$ cat src/comparator_blanking_defs.svh
// Register offsets, field positions, reset values and counts for the comparator
// blanking and filter block. Assumes a 32-bit APB register bus with byte addresses.
`ifndef COMPARATOR_BLANKING_DEFS_SVH
`define COMPARATOR_BLANKING_DEFS_SVH

`define ADDR_WIDTH          8
`define OFF_SRC_SELECT      8'h00
`define OFF_GATE_CONTROL    8'h04
`define OFF_FILTER_CONTROL  8'h08
`define OFF_CHANNEL_CONTROL 8'h0c

`define RST_SRC_SELECT      16'h0000
`define RST_GATE_CONTROL    16'h0000
`define RST_FILTER_CONTROL  16'h0000

`define MASK_SRC_SELECT     16'h0fff
`define MASK_GATE_CONTROL   16'hbfff
`define MASK_FILTER_CONTROL 16'h007f

`define SRC_A_LSB           0
`define SRC_B_LSB           4
`define SRC_C_LSB           8
`define SRC_SEL_WIDTH       4
`define SRC_FAULT_TWO       4'he
`define SRC_FAULT_FOUR      4'hf

`define BIT_BLANK_LEVEL     15
`define BIT_OR_C_TRUE       13
`define BIT_OR_C_INV        12
`define BIT_OR_B_TRUE       11
`define BIT_OR_B_INV        10
`define BIT_OR_A_TRUE       9
`define BIT_OR_A_INV        8
`define BIT_AND_NEG_TO_OR   7
`define BIT_AND_POS_TO_OR   6
`define BIT_AND_C_TRUE      5
`define BIT_AND_C_INV       4
`define BIT_AND_B_TRUE      3
`define BIT_AND_B_INV       2
`define BIT_AND_A_TRUE      1
`define BIT_AND_A_INV       0

`define FLT_SEL_LSB         4
`define BIT_FILTER_EN       3
`define FLT_DIV_LSB         0

`define BIT_CMP_POLARITY    0
`define BIT_STAT_RAW        8
`define BIT_STAT_MASK       9
`define BIT_STAT_OUT        10

`define FILTER_HOLD_COUNT   2'd3
`define PIN_COUNT           24

`endif

$ cat src/comparator_blanking_pkg.sv
// Types shared by the comparator blanking and filter design.
// Assumes the constants header is compiled alongside.
package comparator_blanking_pkg;

    typedef enum logic [2:0] {
        FCLK_PERIPHERAL = 3'b000,
        FCLK_OSCILLATOR = 3'b001,
        FCLK_SYNC_ONE   = 3'b010,
        FCLK_SYNC_TWO   = 3'b011,
        FCLK_TIMER2     = 3'b100,
        FCLK_TIMER3     = 3'b101,
        FCLK_TIMER4     = 3'b110,
        FCLK_TIMER5     = 3'b111
    } filter_clk_sel_type;

endpackage

$ cat src/output_filter.sv
// Digital output filter: the output follows a new input level only after it has
// been seen on three consecutive sample ticks. Assumes ticks and data are on clk_sys.
`timescale 1ns/10ps
`include "comparator_blanking_defs.svh"

module output_filter
    import comparator_blanking_pkg::*;
(
    input  wire logic clk_sys,
    input  wire logic rstSyncN,
    input  wire logic clkEn,
    input  wire logic filterEn,
    input  wire logic sampleTick,
    input  wire logic dataIn,
    output logic      dataOut
);

    logic [1:0] agreeCnt_q;

    always_ff @(posedge clk_sys or negedge rstSyncN) begin
        if (!rstSyncN) begin
            agreeCnt_q <= 2'd0;
            dataOut    <= 1'b0;
        end else if (clkEn) begin
            if (!filterEn) begin
                agreeCnt_q <= 2'd0;
                dataOut    <= dataIn;
            end else if (sampleTick) begin
                if (dataIn == dataOut) begin
                    agreeCnt_q <= 2'd0;
                end else if (agreeCnt_q == `FILTER_HOLD_COUNT - 2'd1) begin
                    agreeCnt_q <= 2'd0;
                    dataOut    <= dataIn;
                end else begin
                    agreeCnt_q <= agreeCnt_q + 2'd1;
                end
            end
        end
    end
endmodule

$ cat src/comparator_blanking.sv
// Blanking, gating, polarity and digital filter for one comparator channel,
// with an APB register slave. Assumes asynchronous pins for PWM, fault, comparator
// and filter clock sources; the peripheral clock is clk_sys itself.
`timescale 1ns/10ps
`include "comparator_blanking_defs.svh"

// Overview of operation
// - Source A selector code picks PWM low/high outputs, then fault two, four.
// - Sources B and C have own selectors with the same code mapping.
// - Blanking level bit sets the value held while the mask is active.
// - True-polarity enables add sources C, B, A to the mask OR gate.
// - Inverted-polarity enables add inverted sources C, B, A to the OR gate.
// - True-polarity enables add sources C, B, A to AND gate A1.
// - Inverted-polarity enables add inverted sources C, B, A to AND gate A1.
// - Negative AND select feeds inverted AND output into the OR gate.
// - Positive AND select feeds true AND output into the OR gate.
// - Filter clock select picks peripheral, oscillator, sync or timer clocks.
// - Filter enable passes the signal through the filter, else bypasses it.
// - Filter clock divider code n divides the selected clock by two to n.
// - Polarity select bit inverts the comparator output used downstream.
module comparator_blanking
    import comparator_blanking_pkg::*;
(
    input  wire logic                    clk_sys,
    input  wire logic                    reset_n,
    input  wire logic                    clkEn,
    input  wire logic                    psel,
    input  wire logic                    penable,
    input  wire logic                    pwrite,
    input  wire logic [`ADDR_WIDTH-1:0]  paddr,
    input  wire logic [31:0]             pwdata,
    output logic [31:0]                  prdata,
    output logic                         pready,
    output logic                         pslverr,
    input  wire logic [6:0]              pwmGenLowOut,
    input  wire logic [6:0]              pwmGenHighOut,
    input  wire logic                    faultLineTwo,
    input  wire logic                    faultLineFour,
    input  wire logic                    cmpRawOut,
    input  wire logic                    oscillatorClock,
    input  wire logic                    pwmSyncOutOne,
    input  wire logic                    pwmSyncOutTwo,
    input  wire logic [3:0]              timerClock,
    output logic                         maskActive,
    output logic                         cmpOut
);

    logic                   rstMeta_q;
    logic                   rstSyncN;
    logic [`PIN_COUNT-1:0]  pinS1_q;
    logic [`PIN_COUNT-1:0]  pinS2_q;
    logic [`PIN_COUNT-1:0]  pinS3_q;
    logic [`PIN_COUNT-1:0]  pinStable_q;
    logic [15:0]            srcSelect_q;
    logic [15:0]            gateControl_q;
    logic [15:0]            filterControl_q;
    logic                   cmpPolarity_q;
    logic [15:0]            sourceVec;
    logic                   srcA;
    logic                   srcB;
    logic                   srcC;
    logic                   andOut;
    logic                   orOut;
    logic                   polarized;
    logic                   blanked_q;
    logic [6:0]             fltClkLevel;
    logic                   fltClkPrev_q;
    logic                   selClkTick;
    logic [6:0]             divCount_q;
    logic                   divTick;
    logic                   filterOut;
    logic                   accessWrite;
    filter_clk_sel_type     fltSel;
    logic [2:0]             fltDiv;

    // Address decode used only by the error answer; the read path decodes by its own case.
    function automatic logic isMapped(input logic [`ADDR_WIDTH-1:0] addr);
        return (addr == `OFF_SRC_SELECT) || (addr == `OFF_GATE_CONTROL) ||
               (addr == `OFF_FILTER_CONTROL) || (addr == `OFF_CHANNEL_CONTROL);
    endfunction

    // Selector shared by the three blanking sources.
    function automatic logic pickSource(input logic [3:0]  sel,
                                        input logic [15:0] vec);
        return vec[sel];
    endfunction

    // Divider terminal count for code n is two to the n, less one.
    function automatic logic [6:0] divLimit(input logic [2:0] code);
        return 7'((8'h01 << code) - 8'h01);
    endfunction

    // Reset is released through two flip-flops.
    always_ff @(posedge clk_sys or negedge reset_n) begin
        if (!reset_n) begin
            rstMeta_q <= 1'b0;
            rstSyncN  <= 1'b0;
        end else begin
            rstMeta_q <= 1'b1;
            rstSyncN  <= rstMeta_q;
        end
    end

    // Pin synchroniser: a change is accepted once the second and third stages agree.
    always_ff @(posedge clk_sys or negedge rstSyncN) begin
        if (!rstSyncN) begin
            pinS1_q     <= '0;
            pinS2_q     <= '0;
            pinS3_q     <= '0;
            pinStable_q <= '0;
        end else if (clkEn) begin
            pinS1_q     <= {timerClock, pwmSyncOutTwo, pwmSyncOutOne, oscillatorClock,
                            cmpRawOut, faultLineFour, faultLineTwo,
                            pwmGenHighOut, pwmGenLowOut};
            pinS2_q     <= pinS1_q;
            pinS3_q     <= pinS2_q;
            pinStable_q <= (pinS2_q & pinS3_q) | (pinStable_q & (pinS2_q ^ pinS3_q));
        end
    end

    // Synchronised sources laid out by selector code, low side on even codes.
    // source vector order
    always_comb begin
        sourceVec = 16'h0000;
        for (int k = 0; k < 7; k++) begin
            sourceVec[2*k]   = pinStable_q[k];
            sourceVec[2*k+1] = pinStable_q[7+k];
        end
        sourceVec[`SRC_FAULT_TWO]  = pinStable_q[14];
        sourceVec[`SRC_FAULT_FOUR] = pinStable_q[15];
    end

    assign fltClkLevel = pinStable_q[23:17];

    assign srcA = pickSource(srcSelect_q[`SRC_A_LSB +: 4], sourceVec);
    assign srcB = pickSource(srcSelect_q[`SRC_B_LSB +: 4], sourceVec);
    assign srcC = pickSource(srcSelect_q[`SRC_C_LSB +: 4], sourceVec);

    assign andOut = (!gateControl_q[`BIT_AND_A_TRUE] || srcA) &&
                    (!gateControl_q[`BIT_AND_B_TRUE] || srcB) &&
                    (!gateControl_q[`BIT_AND_C_TRUE] || srcC) &&
                    (!gateControl_q[`BIT_AND_A_INV]  || !srcA) &&
                    (!gateControl_q[`BIT_AND_B_INV]  || !srcB) &&
                    (!gateControl_q[`BIT_AND_C_INV]  || !srcC);

    assign orOut = (gateControl_q[`BIT_OR_A_TRUE] && srcA) ||
                   (gateControl_q[`BIT_OR_B_TRUE] && srcB) ||
                   (gateControl_q[`BIT_OR_C_TRUE] && srcC) ||
                   (gateControl_q[`BIT_OR_A_INV]  && !srcA) ||
                   (gateControl_q[`BIT_OR_B_INV]  && !srcB) ||
                   (gateControl_q[`BIT_OR_C_INV]  && !srcC) ||
                   (gateControl_q[`BIT_AND_NEG_TO_OR] && !andOut) ||
                   (gateControl_q[`BIT_AND_POS_TO_OR] && andOut);

    assign polarized = pinStable_q[16] ^ cmpPolarity_q;

    always_ff @(posedge clk_sys or negedge rstSyncN) begin
        if (!rstSyncN) begin
            blanked_q  <= 1'b0;
            maskActive <= 1'b0;
        end else if (clkEn) begin
            blanked_q  <= orOut ? gateControl_q[`BIT_BLANK_LEVEL] : polarized;
            maskActive <= orOut;
        end
    end

    assign fltSel = filter_clk_sel_type'(filterControl_q[`FLT_SEL_LSB +: 3]);
    assign fltDiv = filterControl_q[`FLT_DIV_LSB +: 3];

    // Edge history of the selected synchronised filter clock.
    always_ff @(posedge clk_sys or negedge rstSyncN) begin
        if (!rstSyncN) begin
            fltClkPrev_q <= 1'b0;
        end else if (clkEn) begin
            fltClkPrev_q <= (fltSel == FCLK_PERIPHERAL) ? 1'b0 : fltClkLevel[fltSel - 3'd1];
        end
    end

    always_comb begin
        unique case (fltSel)
            FCLK_PERIPHERAL: selClkTick = 1'b1;
            FCLK_OSCILLATOR,
            FCLK_SYNC_ONE,
            FCLK_SYNC_TWO,
            FCLK_TIMER2,
            FCLK_TIMER3,
            FCLK_TIMER4,
            FCLK_TIMER5:     selClkTick = fltClkLevel[fltSel - 3'd1] && !fltClkPrev_q;
        endcase
    end

    assign divTick = selClkTick && (divCount_q >= divLimit(fltDiv));

    always_ff @(posedge clk_sys or negedge rstSyncN) begin
        if (!rstSyncN) begin
            divCount_q <= 7'h00;
        end else if (clkEn && selClkTick) begin
            divCount_q <= divTick ? 7'h00 : divCount_q + 7'h01;
        end
    end

    output_filter u_output_filter (
        .clk_sys    (clk_sys),
        .rstSyncN   (rstSyncN),
        .clkEn      (clkEn),
        .filterEn   (filterControl_q[`BIT_FILTER_EN]),
        .sampleTick (divTick),
        .dataIn     (blanked_q),
        .dataOut    (filterOut)
    );

    assign cmpOut = filterOut;

    // APB slave: zero wait states, error on an unmapped address.
    assign pready      = 1'b1;
    assign pslverr     = psel && penable && !isMapped(paddr);
    assign accessWrite = psel && penable && pwrite && clkEn;

    always_ff @(posedge clk_sys or negedge rstSyncN) begin
        if (!rstSyncN) begin
            srcSelect_q     <= `RST_SRC_SELECT;
            gateControl_q   <= `RST_GATE_CONTROL;
            filterControl_q <= `RST_FILTER_CONTROL;
            cmpPolarity_q   <= 1'b0;
        end else if (accessWrite) begin
            unique case (paddr)
                `OFF_SRC_SELECT:      srcSelect_q     <= pwdata[15:0] & `MASK_SRC_SELECT;
                `OFF_GATE_CONTROL:    gateControl_q   <= pwdata[15:0] & `MASK_GATE_CONTROL;
                `OFF_FILTER_CONTROL:  filterControl_q <= pwdata[15:0] & `MASK_FILTER_CONTROL;
                `OFF_CHANNEL_CONTROL: cmpPolarity_q   <= pwdata[`BIT_CMP_POLARITY];
                default: ;
            endcase
        end
    end

    // Read data is captured in the setup cycle and held through the access cycle.
    always_ff @(posedge clk_sys or negedge rstSyncN) begin
        if (!rstSyncN) begin
            prdata <= 32'h00000000;
        end else if (clkEn && psel && !penable) begin
            unique case (paddr)
                `OFF_SRC_SELECT:      prdata <= {16'h0000, srcSelect_q};
                `OFF_GATE_CONTROL:    prdata <= {16'h0000, gateControl_q};
                `OFF_FILTER_CONTROL:  prdata <= {16'h0000, filterControl_q};
                `OFF_CHANNEL_CONTROL: prdata <= {21'h000000, filterOut, maskActive,
                                                 pinStable_q[16], 7'h00, cmpPolarity_q};
                default:              prdata <= 32'h00000000;
            endcase
        end
    end
endmodule

$ cat config.mk
export PLATFORM = sky130hd
export DESIGN_NAME = comparator_blanking
export DESIGN_NICKNAME = d
export VERILOG_FILES = /design/src/comparator_blanking_pkg.sv /design/src/output_filter.sv /design/src/comparator_blanking.sv
export VERILOG_INCLUDE_DIRS = /design/src
export SDC_FILE = /design/constraint.sdc
export NUM_CORES = 1
export LEC_CHECK = 0
export CAP_MARGIN = 10
export CORE_ASPECT_RATIO = 2
export CORE_MARGIN = 10
export CORE_UTILIZATION = 40
export CTS_CLUSTER_SIZE = 28
export DETAILED_ROUTE_END_ITERATION = 16
export DONT_BUFFER_PORTS = 1
export HOLD_SLACK_MARGIN = 0.12
export PLACE_DENSITY = 0.58
export SLEW_MARGIN = 20
export SYNTH_ARGS = -nofsm -noshare
export SYNTH_HDL_FRONTEND = slang
export SYNTH_SLANG_ARGS = --single-unit
$ cat constraint.sdc
create_clock -name clk_sys -period 12.4 [get_ports clk_sys]
set_clock_uncertainty 0.05 [all_clocks]
set_input_delay 1.86 -clock clk_sys [delete_from_list [all_inputs] [get_ports clk_sys]]
set_output_delay 1.86 -clock clk_sys [all_outputs]
set_load 0.02 [all_outputs]
# Word-level counts from Yosys, hierarchy flattened
# Cells that the tools add are included.
# W data, S select, Z words.
[totals]
register_bits = 178
latchBits = 0
ramBits = 0
romBits = 0
in_bits = 70
out_inout_bits = 36
memories = 0
[classes]
n_addsub = 4
mul = 0
div_mod_pow = 0
order_cmp = 5
n_eq_ne = 15
shift = 1
n_mux = 21
bitwise_logic = 5
reduce_logical = 60
[ops]
columns = ["operator", "n"]
rows = [
  ["$pmux W16 S4", 1],
  ["$and A24 B24 Y24", 2],
  ["$or A24 B24 Y24", 1],
  ["$xor A24 B24 Y24", 1],
  ["$logic_and A1 B1 Y1", 22],
  ["$eq A8 B4 Y1 const B", 2],
  ["$logic_or A1 B1 Y1", 16],
  ["$lt A4 B5 Y1 const B", 3],
  ["$logic_not A1 Y1", 13],
  ["$bmux W1 S4", 3],
  ["$eq A3 B3 Y1 const B", 4],
  ["$mux W1", 10],
  ["$reduce_and A2 Y1", 5],
  ["$eq A8 B3 Y1 const B", 1],
  ["$logic_not A8 Y1", 1],
  ["$mux W2", 4],
  ["$add A7 B1 Y7 const B", 1],
  ["$ge A7 B7 Y1", 1],
  ["$mux W7", 1],
  ["$reduce_or A7 Y1", 1],
  ["$shl A1 B3 Y7 const A", 1],
  ["$sub A7 B1 Y7 const B", 1],
  ["$eq A3 B2 Y1 const B", 2],
  ["$lt A3 B4 Y1 const B", 1],
  ["other kinds (12)", 13],
]

# Logic depth before layout (Yosys ltp)
[depth]
depth_word = 13
mapped_depth = 12
ltp_nobuf = 11

# By module
# Synthesis repeated with hierarchy kept, for this count alone.
[unflattened]
cells_unflattened = 624
hier_area_um2 = 7898.8
[by_module_without_submodules]
columns = ["module", "instances", "cells_per_inst", "area_per_inst_um2", "seq_area_each_um2"]
rows = [
  ["comparator_blanking", 1, 611, 7739.9, 3953.8],
  ["output_filter", 1, 13, 158.9, 75.1],
]

# Worst setup path before layout
# No wires, ideal clock.
[synth_timing]
kind = "input port to output port"
start = "input port paddr[5]"
end = "output port pslverr"
arrival_ns = 2.575
setup_slack_ns = 7.915
path_stages = 3
n_path_buf = 0
path_cell_list = "nor4_1 > nand2_1 > and3_1"
[synth_via]
elab_chain_cells = 6
word_cells_on_any_way = 9
[synth_rtl]
columns = ["item", "line_no", "rtl"]
rows = [
  ["start, declared", "comparator_blanking.sv:30", "input wire logic [`ADDR_WIDTH-1:0] paddr,"],
  ["$eq A8 B3 Y1 or $logic_not A8 Y1 (tied branches)", "--", ""],
  ["$logic_or A1 B1 Y1 (2 in a row)", "comparator_blanking.sv:78", "return (addr == `OFF_SRC_SELECT) || (addr == `OFF_GATE_CONTROL) ||"],
  ["$logic_or A1 B1 Y1 (*)", "comparator_blanking.sv:78", ""],
  ["$logic_not A1 Y1 (*)", "comparator_blanking.sv:216", "assign pslverr = psel && penable && !isMapped(paddr);"],
  ["$logic_and A1 B1 Y1 (*)", "comparator_blanking.sv:216", ""],
  ["end, declared", "comparator_blanking.sv:34", "output logic pslverr,"],
]
# Mark *: on every way between the ends. The rest lies on a longest branch, timed or not.

# Worst setup path after layout
# Same ends and word-level chain as after synthesis.

==> impl_metrics.py <==
metrics = {
    "floorplan": {
        "die_h_um": 218,
        "ioPinCount": 106,
        "rows": 72,
        "die_area_um2": 25900,
        "floorplan.initialDensity": 0.405,
        "core_area_um2": 19300,
        "die_w_um": 119,
    },
    "timing": {
        "slew_headroom": 0.262,
        "fmax_mhz": 214,
        "fin_tns_setup_ps": 0,
        "finalMaxSlewViolations": 0,
        "report.final.hold_viol_count": 0,
        "fin_ws_ps": 7740,
        "worst_pin_slew_ps": 1100,
        "rsz0062_at_grt": "false",
        "min_period_over_period": 0.376,
        "finalHoldWorstSlack_ps": 195,
        "finalSetupViolCount": 0,
        "period_minus_slack_ps": 4660,
    },
    "logic_synthesis": {
        "ys.flop_type": "dfrtp_1",
        "synth_area_leader_cell": "dfrtp_1",
        "async_flop_share": 1.00,
        "ys_warn_count": 0,
        "synth_seq_area_share": 0.516,
        "syn_avg_cell_area_um2": 12.9,
        "synth-edff-count": 0,
        "yosys_register_bits": 161,
        "syn_area_um2": 7810,
        "syn_inst": 608,
        "synth_cell_type_count": 50,
        "synth_top_area_frac": 0.516,
        "ys_top_cells_by_area": "dfrtp_1 52%, mux2_2 16%, ha_1 6.1%",
    },
    "placed_design": {
        "dp_worst_setup_slack_ps": 7720,
        "place_hpwl_um": 11600,
        "dpl_cell_area_um2": 7980,
        "gp_congestion": 0.858,
        "io_buffers": 0,
    },
    "clock_network": {
        "cts_setup_buffers": 0,
        "clock_path_buffers": 2,
        "clk_latency_ps": 420,
        "numCtsBuffers": 17,
        "path_clk_slew_ps": 60,
        "ctsResizeCount": 0,
        "cts.sinks": 161,
        "tritoncts": "done",
        "htree_levels": 4,
        "cts_hold_buffers": 0,
        "clockRootBuffer": "clkbuf_16",
    },
    "finish": {
        "layout-drive-gt1-share": 0.262,
        "final_common_cell": "dfrtp_1",
        "nNetsFinal": 709,
        "final_cell_mix": "160 x dfrtp_1, 108 x mux2_2, 38 x ha_1",
        "design_area_um2": 8630,
        "areaGrowthSynthToFinish_pct": 10.4,
        "antenna_cells": 0,
    },
    "setup_path": {
        "required_ps": 10490,
        "path_max_fanout": 9,
        "reg2reg_depth": 9,
        "crit_arrival_ps": 2750,
        "start_kind": "input pin",
        "cp-end-kind": "output pin",
        "criticalPathCategory": "input pin to output pin",
    },
    "outcome": {
        "outcome": "completed",
    },
    "route": {
        "drt-pass1-iter-count": 5,
        "antenna_left": 0,
        "routed_via_density": 5.31,
        "route.vias.total": 4638,
        "wl_per_cell_um": 18.4,
        "wirelength_um": 16000,
        "drc": 0,
        "drt_iter0_markers": 236,
    },
    "power": {
        "p_int_mw": 1.07,
        "power_frac_seq": 0.472,
        "power-per-cell-area_nw_per_um2": 167,
        "power_switching_mw": 0.380,
        "ir_drop_uv": 99.2,
        "sw_frac_of_total": 0.263,
        "pwr-share-comb": 0.148,
        "pwr-share-clk": 0.380,
        "leakagePower_nw": 3.87,
    },
    "worst_hold_path": {
        "hp-class": "register to async pin",
    },
    "global_route": {
        "grtUsageTotal": 0.128,
        "grt.overflow.total": 0,
        "grt_max_degree": 132,
        "grt_first_pass_wirelength_um": 26500,
        "antenna_found_initial": 0,
        "grt_pass1_vias": 4910,
    },
    "job": {
        "maxCapViolCount": 0,
    },
}
-- stage by stage --
| stage | util | power, mW | std cells |
|---|---|---|---|
| 2_1_floorplan | - | 0.852 | 625 |
| 3_3_place_gp | 0.414 | 0.892 | 840 |
| 3_5_place_dp | 0.414 | 0.908 | 840 |
| 4_1_cts | 0.446 | 1.47 | 872 |
| 5_1_grt | 0.448 | 1.53 | 873 |
| 6_report | 0.448 | 1.45 | 873 |
-- per-layer routing --
layer  routed length (um)  GRT usage  vias up
met5                    0          0        -
met4                  327     0.0536        0
met3                  722     0.0340       21
met2                 8860      0.233       95
met1                 6130      0.136     2371
li1                     -          -     2151
-- final cells by class --
type | instances | area (um^2)
sequential | 161 | 4030
tap | 259 | 324
multi-input combinational | 403 | 3550
timing repair buffer | 4 | 50.0
clock inverter | 10 | 149
clock buffer | 22 | 474
fill | 1817 | 10600
inverter | 14 | 52.6
-- worst paths after layout --
kind	startpoint	to	slack (ps)
min reg2reg	rstSyncN	pinS1_q[0]	190
min	rstSyncN	pinS1_q[0]	190
max reg2reg	filterControl_q[4]	u_output_filter.agreeCnt_q[1]	9020
max in group asynchronous	rstSyncN	pinStable_q[21]	10490
min in group clk_sys	rstMeta_q	rstSyncN	300
max	paddr[5]	pslverr	7740
-- critical path: stages --
cell	delay [ps]
nor4_1	260
nand2_1	280
and3_1	350
-- cells by family after synthesis --
family,after synthesis,share of synthesized area
flops,161,0.516
fa+ha+maj,38,0.0608
compound gates,81,0.0725
buf+inv,61,0.0397
xor+xnor,8,0.00897
mux,148,0.231
other cells,2,0.000961
simple gates,109,0.0701
-- power groups by stage --
stage | clock network (mW) | registers (mW) | logic, mW
6_report | 0.549 | 0.683 | 0.214
5_1_grt | 0.586 | 0.695 | 0.245
4_1_cts | 0.565 | 0.688 | 0.213
3_5_place_dp | 0 | 0.697 | 0.211
3_3_place_gp | 0 | 0.692 | 0.200
2_1_floorplan | 0 | 0.664 | 0.187
-- Yosys cell counts, types with 16 or more instances --
cell and count:
a21oi_1 16, a22o_1 24, buf_4 19, clkbuf_1 18
dfrtp_1 161, ha_1 38, mux2_2 108, mux2i_1 25
nand2_1 35, nand2b_1 26, nor2_1 24, o21ai_0 23
-- flip-flops by register name, summed over array words and instances (netlist names) --
| signal | flops |
|---|---|
| fltClkPrev_q | 1 |
| gateControl_q | 15 |
| rstMeta_q | 1 |
| blanked_q | 1 |
| u_output_filter.dataOut | 1 |
| u_output_filter.agreeCnt_q | 2 |
| maskActive | 1 |
| pinS3_q | 24 |
| pinStable_q | 24 |
| filterControl_q | 7 |
| prdata | 15 |
| srcSelect_q | 12 |
| pinS1_q | 24 |
| cmpPolarity_q | 1 |
| pinS2_q | 24 |
| rstSyncN | 1 |
| divCount_q | 7 |
Note: power is estimated with default switching activity, not from simulation.
